--- src/hw/adcc_consts.vh ---
// constants for the converter control block
`ifndef ADCC_CONSTS_VH
`define ADCC_CONSTS_VH
`define ADCC_AW 8
`define ADCC_DW 32
`define ADCC_OFF_SC1 8'h00
`define ADCC_OFF_SC2 8'h04
`define ADCC_OFF_DATA 8'h08
`define ADCC_OFF_PWR 8'h80
`define ADCC_OFF_TEST 8'h84
`define ADCC_OFF_ITRG 8'h8c
`define ADCC_OFF_IRQ_STAT 8'ha0
`define ADCC_OFF_IRQ_EN 8'ha4
`define ADCC_OFF_IRQ_CLR 8'ha8
`define ADCC_SC1_RST 8'h1f
`define ADCC_SC2_RST 8'h01
`define ADCC_PWR_RST 8'h00
`define ADCC_TEST_RST 8'h00
`define ADCC_ITRG_RST 8'h00
`define ADCC_CH_OFF 5'h1f
`define ADCC_BIT_DONE 7
`define ADCC_BIT_IEN 6
`define ADCC_BIT_CONT 5
`define ADCC_BIT_ACT 7
`define ADCC_BIT_TTYPE 6
`define ADCC_BIT_HPATH 1
`define ADCC_BIT_TNUM 1
`define ADCC_BIT_TEN 0
`define ADCC_BIT_PWR 0
`define ADCC_BIT_ISRC 0
`define ADCC_SC1_WMASK 8'h7f
`define ADCC_SC2_WMASK 8'h7f
`define ADCC_PWR_WMASK 8'h01
`define ADCC_TEST_WMASK 8'h03
`define ADCC_ITRG_WMASK 8'h01
`define ADCC_IRQ_DONE 0
`define ADCC_IRQ_W 2
`define ADCC_IRQ_ABORT 1
`define ADCC_RES_W 12
`define ADCC_CONV_CYCLES 8'd16
`define ADCC_CNT_W 8
`endif

--- src/hw/adcc_sync2.v ---
// two-flop synchroniser for pin levels
`timescale 1ns/1ps
module adcc_sync2 (
  input wire clk_sys,
  input wire reset_n,
  input wire din,
  output reg dout
);
  reg meta_reg;
  always @(posedge clk_sys) begin
    if (!reset_n) begin
      meta_reg <= 1'b0;
      dout <= 1'b0;
    end else begin
      meta_reg <= din;
      dout <= meta_reg;
    end
  end
endmodule // adcc_sync2

--- src/hw/adcc_ctrl.v ---
// converter control: power, self-test, trigger select, sequencing
// Behaviour
// RQ1: power bit 1 switches analog off
// RQ2: pass bit picks second or first self-test
// RQ3: self-test enable selects self-test mode
// RQ4: source bit: 1 PWM count, 0 RTC
// RQ5: continuous mode repeats current channel only
// RQ6: each finish restarts in continuous mode
// RQ7: software configures everything, interrupt enable last
// RQ8: software writes channel with start
// RQ9: interrupt handler reads the result
// RQ10: polling waits done, then reads result
// RQ11: new channel by repeating start write; a write during a conversion only aborts it, with no new start
// RQ12: done flag sets, clears on result read
// RQ13: trigger type 1 hardware, 0 software
// RQ14: path bit 1 NMI pin, 0 internal
// RQ15: software runs two passes per channel, compares
// RQ16: powered off: no start, active clear
// RQ17: reserved bits read zero, ignore writes
//
// Implementation choice: the plain strobed port.
`timescale 1ns/1ps
`include "adcc_consts.vh"
module adcc_ctrl (
  input wire clk_sys,
  input wire reset_n,
  input wire [7:0] reg_addr,
  input wire [31:0] reg_wdata,
  input wire reg_wr,
  input wire reg_rd,
  output reg [31:0] reg_rdata,
  input wire nmi_pin,
  input wire rtc_overflow,
  input wire pwm_count_event,
  input wire [11:0] core_result,
  input wire core_done,
  output reg core_start,
  output reg [4:0] core_channel,
  output reg analog_power_off,
  output reg selftest_enable,
  output reg selftest_pass,
  output reg irq
);
  localparam ST_IDLE = 2'b01;
  localparam ST_CONV = 2'b10;

  reg [7:0] sc1_reg;
  reg [7:0] sc2_reg;
  reg [7:0] pwr_reg;
  reg [7:0] test_reg;
  reg [7:0] itrg_reg;
  reg [11:0] data_reg;
  reg done_reg;
  reg [1:0] state_reg;
  reg [1:0] state_next;
  reg [7:0] cnt_reg;
  reg [1:0] irq_stat_reg;
  reg [1:0] irq_en_reg;
  reg trig_prev_reg;
  wire nmi_s;
  wire rtc_s;
  wire pwm_s;
  wire trig_lvl;
  wire trig_edge;
  wire wr_sc1;
  wire rd_data;
  wire ch_valid;
  wire sw_start;
  wire start_go;
  wire finish;
  wire abort;
  wire wr_sc2;
  wire wr_pwr;
  wire wr_test;
  wire wr_itrg;
  wire wr_irq_en;
  wire wr_irq_clr;
  wire conv_active;
  wire [1:0] irq_set;
  wire [1:0] irq_clr_mask;
  wire irq_next;
  reg [31:0] rd_value;

  function [7:0] masked;
    input [31:0] wd;
    input [7:0] msk;
    begin
      masked = wd[7:0] & msk;
    end
  endfunction

  function hit;
    input [7:0] a;
    input [7:0] off;
    begin
      hit = (a == off);
    end
  endfunction

  function [31:0] zext8;
    input [7:0] b;
    begin
      zext8 = {24'h000000, b};
    end
  endfunction

  adcc_sync2 u_sync_nmi (
    .clk_sys(clk_sys),
    .reset_n(reset_n),
    .din(nmi_pin),
    .dout(nmi_s)
  );
  adcc_sync2 u_sync_rtc (
    .clk_sys(clk_sys),
    .reset_n(reset_n),
    .din(rtc_overflow),
    .dout(rtc_s)
  );
  adcc_sync2 u_sync_pwm (
    .clk_sys(clk_sys),
    .reset_n(reset_n),
    .din(pwm_count_event),
    .dout(pwm_s)
  );

  // hardware trigger source selection
  assign trig_lvl = sc2_reg[`ADCC_BIT_HPATH] ? nmi_s : // RQ14
    (itrg_reg[`ADCC_BIT_ISRC] ? pwm_s : rtc_s); // RQ4
  assign trig_edge = trig_lvl & ~trig_prev_reg;
  assign wr_sc1 = reg_wr && hit(reg_addr, `ADCC_OFF_SC1);
  assign wr_sc2 = reg_wr && hit(reg_addr, `ADCC_OFF_SC2);
  assign wr_pwr = reg_wr && hit(reg_addr, `ADCC_OFF_PWR);
  assign wr_test = reg_wr && hit(reg_addr, `ADCC_OFF_TEST);
  assign wr_itrg = reg_wr && hit(reg_addr, `ADCC_OFF_ITRG);
  assign wr_irq_en = reg_wr && hit(reg_addr, `ADCC_OFF_IRQ_EN);
  assign wr_irq_clr = reg_wr && hit(reg_addr, `ADCC_OFF_IRQ_CLR);
  assign rd_data = reg_rd && hit(reg_addr, `ADCC_OFF_DATA);
  assign ch_valid = (sc1_reg[4:0] != `ADCC_CH_OFF);
  // software start: channel write when software triggered
  assign sw_start = wr_sc1 && !sc2_reg[`ADCC_BIT_TTYPE] &&
    (reg_wdata[4:0] != `ADCC_CH_OFF); // RQ13
  assign start_go = !pwr_reg[`ADCC_BIT_PWR] && (state_reg == ST_IDLE) && // RQ16
    (sw_start || (sc2_reg[`ADCC_BIT_TTYPE] && trig_edge && ch_valid)); // RQ13
  assign finish = (state_reg == ST_CONV) && (cnt_reg == 8'h00) && core_done;
  assign abort = (state_reg == ST_CONV) &&
    (pwr_reg[`ADCC_BIT_PWR] || !ch_valid || wr_sc1);
  assign conv_active = (state_reg == ST_CONV) && !pwr_reg[`ADCC_BIT_PWR]; // RQ16
  assign irq_set = {abort, finish && !abort};
  assign irq_clr_mask = wr_irq_clr ? reg_wdata[`ADCC_IRQ_W-1:0] :
    {`ADCC_IRQ_W{1'b0}};
  assign irq_next = (|(irq_stat_reg & irq_en_reg)) ||
    (done_reg && sc1_reg[`ADCC_BIT_IEN]);

  always @* begin
    state_next = state_reg;
    case (state_reg)
      ST_IDLE: begin
        if (start_go) begin
          state_next = ST_CONV;
        end
      end
      ST_CONV: begin
        if (abort) begin
          state_next = ST_IDLE;
        end else if (finish && !sc1_reg[`ADCC_BIT_CONT]) begin
          state_next = ST_IDLE;
        end
      end
      default: begin
        state_next = ST_IDLE;
      end
    endcase
  end

  // sequencing
  always @(posedge clk_sys) begin
    if (!reset_n) begin
      state_reg <= ST_IDLE;
      cnt_reg <= 8'h00;
      core_start <= 1'b0;
      core_channel <= `ADCC_CH_OFF;
      trig_prev_reg <= 1'b0;
    end else begin
      state_reg <= state_next;
      trig_prev_reg <= trig_lvl;
      core_start <= 1'b0;
      if (start_go) begin
        core_start <= 1'b1;
        core_channel <= sw_start ? reg_wdata[4:0] : sc1_reg[4:0];
        cnt_reg <= `ADCC_CONV_CYCLES;
      end else if (state_reg == ST_CONV && cnt_reg != 8'h00) begin
        cnt_reg <= cnt_reg - 8'h01;
      end
      if (finish && !abort && sc1_reg[`ADCC_BIT_CONT]) begin
        core_start <= 1'b1; // RQ6
        core_channel <= sc1_reg[4:0]; // RQ5
        cnt_reg <= `ADCC_CONV_CYCLES;
      end
    end
  end

  // result capture
  always @(posedge clk_sys) begin
    if (!reset_n) begin
      data_reg <= 12'h000;
    end else if (finish && !abort) begin
      data_reg <= core_result;
    end
  end

  // done flag, set beats read clear
  always @(posedge clk_sys) begin
    if (!reset_n) begin
      done_reg <= 1'b0;
    end else if (finish && !abort) begin
      done_reg <= 1'b1; // RQ12
    end else if (rd_data) begin
      done_reg <= 1'b0; // RQ12
    end
  end

  // control register 1
  always @(posedge clk_sys) begin
    if (!reset_n) begin
      sc1_reg <= `ADCC_SC1_RST;
    end else if (wr_sc1) begin
      sc1_reg <= masked(reg_wdata, `ADCC_SC1_WMASK);
    end
  end

  // control register 2
  always @(posedge clk_sys) begin
    if (!reset_n) begin
      sc2_reg <= `ADCC_SC2_RST;
    end else if (wr_sc2) begin
      sc2_reg <= masked(reg_wdata, `ADCC_SC2_WMASK);
    end
  end

  // power register
  always @(posedge clk_sys) begin
    if (!reset_n) begin
      pwr_reg <= `ADCC_PWR_RST;
    end else if (wr_pwr) begin
      pwr_reg <= masked(reg_wdata, `ADCC_PWR_WMASK); // RQ17
    end
  end

  // self-test register
  always @(posedge clk_sys) begin
    if (!reset_n) begin
      test_reg <= `ADCC_TEST_RST;
    end else if (wr_test) begin
      test_reg <= masked(reg_wdata, `ADCC_TEST_WMASK); // RQ17
    end
  end

  // internal source register
  always @(posedge clk_sys) begin
    if (!reset_n) begin
      itrg_reg <= `ADCC_ITRG_RST;
    end else if (wr_itrg) begin
      itrg_reg <= masked(reg_wdata, `ADCC_ITRG_WMASK); // RQ17
    end
  end

  // interrupt enable register
  always @(posedge clk_sys) begin
    if (!reset_n) begin
      irq_en_reg <= 2'b00;
    end else if (wr_irq_en) begin
      irq_en_reg <= reg_wdata[`ADCC_IRQ_W-1:0];
    end
  end

  // sticky events, set beats clear
  always @(posedge clk_sys) begin
    if (!reset_n) begin
      irq_stat_reg <= 2'b00;
    end else begin
      irq_stat_reg <= (irq_stat_reg & ~irq_clr_mask) | irq_set;
    end
  end

  // power-off output
  always @(posedge clk_sys) begin
    if (!reset_n) begin
      analog_power_off <= 1'b0;
    end else begin
      analog_power_off <= pwr_reg[`ADCC_BIT_PWR]; // RQ1
    end
  end

  // self-test enable output
  always @(posedge clk_sys) begin
    if (!reset_n) begin
      selftest_enable <= 1'b0;
    end else begin
      selftest_enable <= test_reg[`ADCC_BIT_TEN]; // RQ3
    end
  end

  // self-test pass output
  always @(posedge clk_sys) begin
    if (!reset_n) begin
      selftest_pass <= 1'b0;
    end else begin
      selftest_pass <= test_reg[`ADCC_BIT_TNUM]; // RQ2
    end
  end

  // level interrupt output
  always @(posedge clk_sys) begin
    if (!reset_n) begin
      irq <= 1'b0;
    end else begin
      irq <= irq_next;
    end
  end

  // read value mux
  always @* begin
    rd_value = 32'h00000000;
    case (reg_addr)
      `ADCC_OFF_SC1: rd_value = zext8({done_reg, sc1_reg[6:0]});
      `ADCC_OFF_SC2: rd_value = zext8({conv_active, sc2_reg[6:0]}); // RQ16
      `ADCC_OFF_DATA: rd_value = {20'h00000, data_reg};
      `ADCC_OFF_PWR: rd_value = zext8(pwr_reg); // RQ17
      `ADCC_OFF_TEST: rd_value = zext8(test_reg); // RQ17
      `ADCC_OFF_ITRG: rd_value = zext8(itrg_reg); // RQ17
      `ADCC_OFF_IRQ_STAT: rd_value = zext8({6'h00, irq_stat_reg});
      `ADCC_OFF_IRQ_EN: rd_value = zext8({6'h00, irq_en_reg});
      default: rd_value = 32'h00000000;
    endcase
  end

  // read port, data one cycle after strobe
  always @(posedge clk_sys) begin
    if (!reset_n) begin
      reg_rdata <= 32'h00000000;
    end else if (reg_rd) begin
      reg_rdata <= rd_value;
    end else begin
      reg_rdata <= 32'h00000000;
    end
  end
endmodule // adcc_ctrl

--- config.mk ---
export PLATFORM = sky130hd
export DESIGN_NAME = adcc_ctrl
export DESIGN_NICKNAME = d
export VERILOG_FILES = /design/src/hw/adcc_sync2.v /design/src/hw/adcc_ctrl.v
export VERILOG_INCLUDE_DIRS = /design/src /design/src/hw
export SDC_FILE = /design/constraint.sdc
export NUM_CORES = 1
export LEC_CHECK = 0
export ABC_CLOCK_PERIOD_IN_PS = 2500
export CAP_MARGIN = 20
export CORE_MARGIN = 4
export CORE_UTILIZATION = 60
export CTS_BUF_LIST = sky130_fd_sc_hd__clkbuf_16
export DETAILED_ROUTE_END_ITERATION = 10
export DONT_BUFFER_PORTS = 1
export PLACE_DENSITY = 0.8
export SYNTH_ARGS = -nofsm -noshare
export SYNTH_HDL_FRONTEND = slang
export SYNTH_HIERARCHICAL = 1
export SYNTH_SLANG_ARGS = --single-unit
--- constraint.sdc ---
create_clock -name clk_sys -period 2.5 [get_ports clk_sys]
set_input_delay 0.125 -clock clk_sys [delete_from_list [all_inputs] [get_ports clk_sys]]
set_output_delay 0.125 -clock clk_sys [all_outputs]
set_load 0.02 [all_outputs]
==> flow_summary.ini, run 1 <==
[cells_and_area]
multi_input_area_mm2 = 0.00164
final_area_mm2 = 0.00383
diodes = 0
final_cell_mix = 74 x dfxtp_1, 48 x nand2_1, 24 x nand3_1, 24 x dlygate4sd3_1, 20 x conb_1
layout_commonest_cell = dfxtp_1
nets = 439
nFillCells = 372
drive_above_1_share_pct = 9.14
regArea_mm2 = 0.00148
area_growth_pct = 16.6

[route]
vias_per_cell = 5.72
dr.pass1.iters = 6
drcViolationCount = 0
drtIter0Drc = 243
routedWlPerCell_um = 16.2
drtAntennaViolNets = 0
vias = 2591
wl_mm = 7.33

[critical_path]
r2r_slack_ns = 0.21
crit_type = reg2reg
crit_end = data_reg[2]
cp-end-kind = flop
startpoint_type = flop
r2r_cells = 7
timing.rr.end = data_reg[2]
crit_start = cnt_reg[0]
worstPathMaxFanout = 12
required_ns = 2.70
worst_r2r_startpoint = cnt_reg[0]
cp.arrival_ns = 2.49

[place]
port_buffers = 0
dp_hpwl_mm = 4.77
place_congestion = 0.842
dpl_cell_area_mm2 = 0.00327

[floorplan]
initial_core_util_pct = 63.1
core-area_mm2 = 0.00520
die_area_mm2 = 0.00672
ioPinCount = 102
row_count = 26
dieWidth_um = 82
die_h_um = 82

[logic_synthesis]
async_flop_share_pct = 0
syn_inst = 354
yosysTopAreaCell = dfxtp_1
ys_ff_latch = 74
yosys_warnings = 6
synthFlopType = dfxtp_1
ys_seq_area_share_pct = 45.1
synth_area_leaders = dfxtp_1 45%, nand2_1 5.5%, buf_4 4.6%, mux2i_1 3.7%, nand3_1 3.7%
yosysTopAreaCellShare_pct = 45.1
synth-edff-count = 0
synth_area_mm2 = 0.00329
syn_avg_cell_area_um2 = 9.28
yosysUniqueCellTypes = 50

[cts]
cts_made_buffers = 9
cts_root_buffer = clkbuf_16
cts_max_path_buffers = 2
cts_tree = yes
cts_sinks = 74
htree_levels = 3
insertion_delay_ns = 0.33
clk_pin_slew_ns = 0.06

[sta]
period_share_pct = 91.6
layout_min_cycle_time_ns = 2.29
fin_skew_ns = 0.00487
rsz0062_at_grt = false
slew_headroom_pct = 62.5
finalSetupViolations = 0
tns_ns = 0
worstMarginPinSlew_ns = 0.561
slew_violations = 0
hold_viol_final = 0
max_freq_mhz = 437

[global_routing]
grt_first_pass_wirelength_mm = 11.5
grt_pass1_vias = 2310
antenna_found_initial = 0
grt-ovfl-total = 0
grt_max_degree = 62
track_usage_pct = 22.8

[power]
peakVddDrop_mv = 0.465
leakage_nw = 1.48
powerDensity_mw_per_mm2 = 671

[status]
outcome = complete, no violations

[worst_hold_path]
hold_path.class = in2reg
hold_path.startpoint = reset_n

[run]
cap_violations = 0
per-layer routing:
layer | track usage, % | share of wire [%] | up-vias
li1 | - | - | 1245
met1 | 29.1 | 44 | 1226
met2 | 36.8 | 48 | 113
met3 | 6.36 | 7.2 | 7
met4 | 8.31 | 0.74 | 0
met5 | 0 | 0 | -
logic make-up after synthesis:
| kind of cell | after synthesis | share of synthesized area [%] |
|---|---|---|
| muxes | 19 | 6.17 |
| and+or+nand+nor | 159 | 26.5 |
| adders and majority gates | 1 | 0.381 |
| buffers and inverters | 40 | 7.20 |
| other | 1 | 0.114 |
| AOI/OAI and AO/OA | 53 | 12.6 |
| DFF | 74 | 45.1 |
| xor gates and xnor gates | 7 | 1.87 |
power breakdown:
group / switching, W / total [W] / internal (W)
sequential: 0.00000153 / 0.00119 / 0.00118
combinational: 0.0000591 / 0.000107 / 0.0000478
clock: 0.000500 / 0.00128 / 0.000779
total: 0.000560 / 0.00257 / 0.00201
worst min path at each step:
stage / end / cells after the start
finish: core_channel[2] / 2
CTS: core_channel[2] / 2
detailed placement: sc1_reg[2] / 1
floorplan: u_sync_nmi/meta_reg / 1
global placement: sc1_reg[3] / 1
global route: core_channel[2] / 2
metrics by stage:
| stage | setup WS (ns) | std cells | hold WS, ns | total power (W) | util (%) |
|---|---|---|---|---|---|
| floorplan | 0.498 | 373 | 0.247 | 0.00130 | - |
| global placement | 0.292 | 412 | 0.206 | 0.00127 | 62.8 |
| detailed placement | 0.229 | 412 | 0.210 | 0.00127 | 62.8 |
| CTS | 0.197 | 453 | 0.000639 | 0.00259 | 73.6 |
| global route | 0.0837 | 453 | 0.0182 | 0.00265 | 73.6 |
| finish | 0.210 | 453 | 0.0130 | 0.00257 | 73.6 |
critical path, cell delays in order, from the launching register on:
cell and delay, ns:
dfxtp_1 0.32, inv_1 0.08, ha_1 0.16, nor3b_1 0.36, nand4_1 0.28, or4_1 0.71
nand2_1 0.15, a21boi_0 0.10
synth_stat cells, drive strengths merged, types with 2 or more instances:
master and n:
nand2 48, and3b 2, mux2i 12, o21a 2
and2 18, nor4 4, nor3b 2, nor3 3
dfxtp 74, a21boi 18, and4 2, nand4 3
nor2 17, xor2 4, nor4b 3, mux2 7
clkbuf 14, a32oi 2, inv 2, nor2b 16
and3 8, nand3 24, o21ai 9, buf 24
a21oi 5, a222oi 8, xnor2 3, nand2b 7
layout make-up:
class | count | share of cell area [%]
repair buffers | 32 | 8.17
flip-flops and latches | 74 | 38.7
multi-input cells | 259 | 42.8
clock buffers | 9 | 5.88
clock inverters | 7 | 1.99
inverters | 2 | 0.196
well taps | 70 | 2.29
timing repair:
item,in CTS,in global routing
buffers inserted,0,0
hold endpoints to repair,61,0
setup endpoints to repair,0,0
resized for setup,0,0
hold buffers,25,0
Note: power is estimated with default switching activity, not from simulation.
==> run 2: changes to the inputs <==
--- a/config.mk
+++ b/config.mk
@@ -14,6 +14,7 @@
 export DETAILED_ROUTE_END_ITERATION = 10
 export DONT_BUFFER_PORTS = 1
 export PLACE_DENSITY = 0.8
+export REMOVE_ABC_BUFFERS = 1
 export SYNTH_ARGS = -nofsm -noshare
 export SYNTH_HDL_FRONTEND = slang
 export SYNTH_HIERARCHICAL = 1
==> flow_summary.ini, run 2 (synthesized netlist as in run 1, its figures left out) <==
[global_routing]
grt_first_pass_wirelength_mm = 13.3
grt-ovfl-total = 0
track_usage_pct = 26.6
grt_pass1_vias = 2766
grt_max_degree = 64
antenna_found_initial = 0

[route]
drtAntennaViolNets = 0
dr.pass1.iters = 5
drtIter0Drc = 228
vias_per_cell = 5.86
vias = 2653
routedWlPerCell_um = 18.3
drcViolationCount = 0
wl_mm = 8.29

[power]
leakage_nw = 1.48
internal-power_w = 0.00199
powerDensity_mw_per_mm2 = 664
seq_power_share_pct = 46.8
switching_share_pct = 21.4
peakVddDrop_mv = 0.659
clkPwrFrac_pct = 48.8
p_comb_share_pct = 4.4
power.switching_w = 0.000543

[sta]
finalSetupViolations = 0
rsz0062_at_grt = false
fin_skew_ns = 0.00564
hold_viol_final = 0
layout_min_cycle_time_ns = 2.14
max_freq_mhz = 466
worstMarginPinSlew_ns = 0.625
period_share_pct = 85.7
slew_headroom_pct = 57.7
tns_ns = 0
slew_violations = 0

[cts]
cts_made_buffers = 9
cts_root_buffer = clkbuf_16
cts_setup_buffers = 0
htree_levels = 3
clk_pin_slew_ns = 0.06
insertion_delay_ns = 0.33
cts_sinks = 74
cts_tree = yes
cts_max_path_buffers = 2

[worst_hold_path]
hold_path.class = in2reg

[floorplan]
ioPinCount = 102
dieWidth_um = 82
row_count = 26
die_area_mm2 = 0.00672
core-area_mm2 = 0.00520
initial_core_util_pct = 63.1
die_h_um = 82

[cells_and_area]
drive_above_1_share_pct = 8.88
final_cell_mix = 74 x dfxtp_1, 48 x nand2_1, 25 x dlygate4sd3_1
nets = 439
layout_commonest_cell = dfxtp_1
area_growth_pct = 16.3
diodes = 0
final_cells = 453

[critical_path]
startpoint_type = flop
cp-end-kind = flop
required_ns = 2.72
crit_type = reg2reg
worstPathMaxFanout = 14
cp.arrival_ns = 2.37

[place]
place_inst = 411
port_buffers = 0
dp_hpwl_mm = 4.88
place_congestion = 0.873

[status]
outcome = complete, no violations

[run]
cap_violations = 0
## run 2: final cells by class
cell class / instances / area (um^2)
tap: 70 / 87.6
fill: 361 / 1380
sequential: 74 / 1480
inverter: 2 / 7.51
timing repair buffer: 32 / 315
clock buffer: 9 / 225
multi-input combinational: 259 / 1640
clock inverter: 7 / 61.3
## run 2: metal layers
layer	vias to the layer above	global-route usage (%)	share of wire (%)
li1	1246	-	-
met1	1242	30.6	39
met2	137	44.3	50
met3	28	8.22	8.7
met4	0	14.0	3.1
met5	-	0	0
## run 2: path summary, 6_finish.rpt
kind,startpoint,to,slack [ns],depth (start not counted)
max,itrg_reg[0],core_channel[4],0.36,5
min,reg_wdata[2],sc2_reg[2],0.00008,2
max reg2reg,itrg_reg[0],core_channel[4],0.36,5
min reg2reg,data_reg[11],data_reg[11],0.45,2
## run 2: repair_timing
action                     CTS  global route
setup endpoints to repair    0            12
gates resized for setup      0             1
hold endpoints to repair    60             0
hold buffers                26             0
## run 2: critical path: stages (launching register included)
cell     delay, ns
dfxtp_1       0.39
mux2_2        0.35
mux2i_1       0.22
o32ai_1       0.19
a32oi_4       0.50
mux2_2        0.39
## run 2: power groups by stage
stage          clock, W  combinational (W)  sequential, W
2_1_floorplan         0          0.0000519        0.00121
3_5_place_dp          0          0.0000567        0.00121
3_3_place_gp          0          0.0000562        0.00121
5_1_grt         0.00130           0.000119        0.00119
6_report        0.00124           0.000112        0.00119
4_1_cts         0.00125           0.000108        0.00119
## run 2: per-stage QoR
| step | util, % | power [W] | setup WS [ns] | hold WS, ns | instance area (um^2) |
|---|---|---|---|---|---|
| global placement | 62.6 | 0.00127 | 0.315 | 0.205 | 3260 |
| CTS | 73.3 | 0.00254 | 0.182 | 0.00310 | 3820 |
| detailed placement | 62.6 | 0.00127 | 0.248 | 0.207 | 3260 |
| finish | 73.4 | 0.00254 | 0.356 | 0.0000833 | 3820 |
| floorplan | - | 0.00126 | 0.314 | 0.197 | 3130 |
| global route | 73.4 | 0.00261 | 0.0230 | 0.00158 | 3820 |
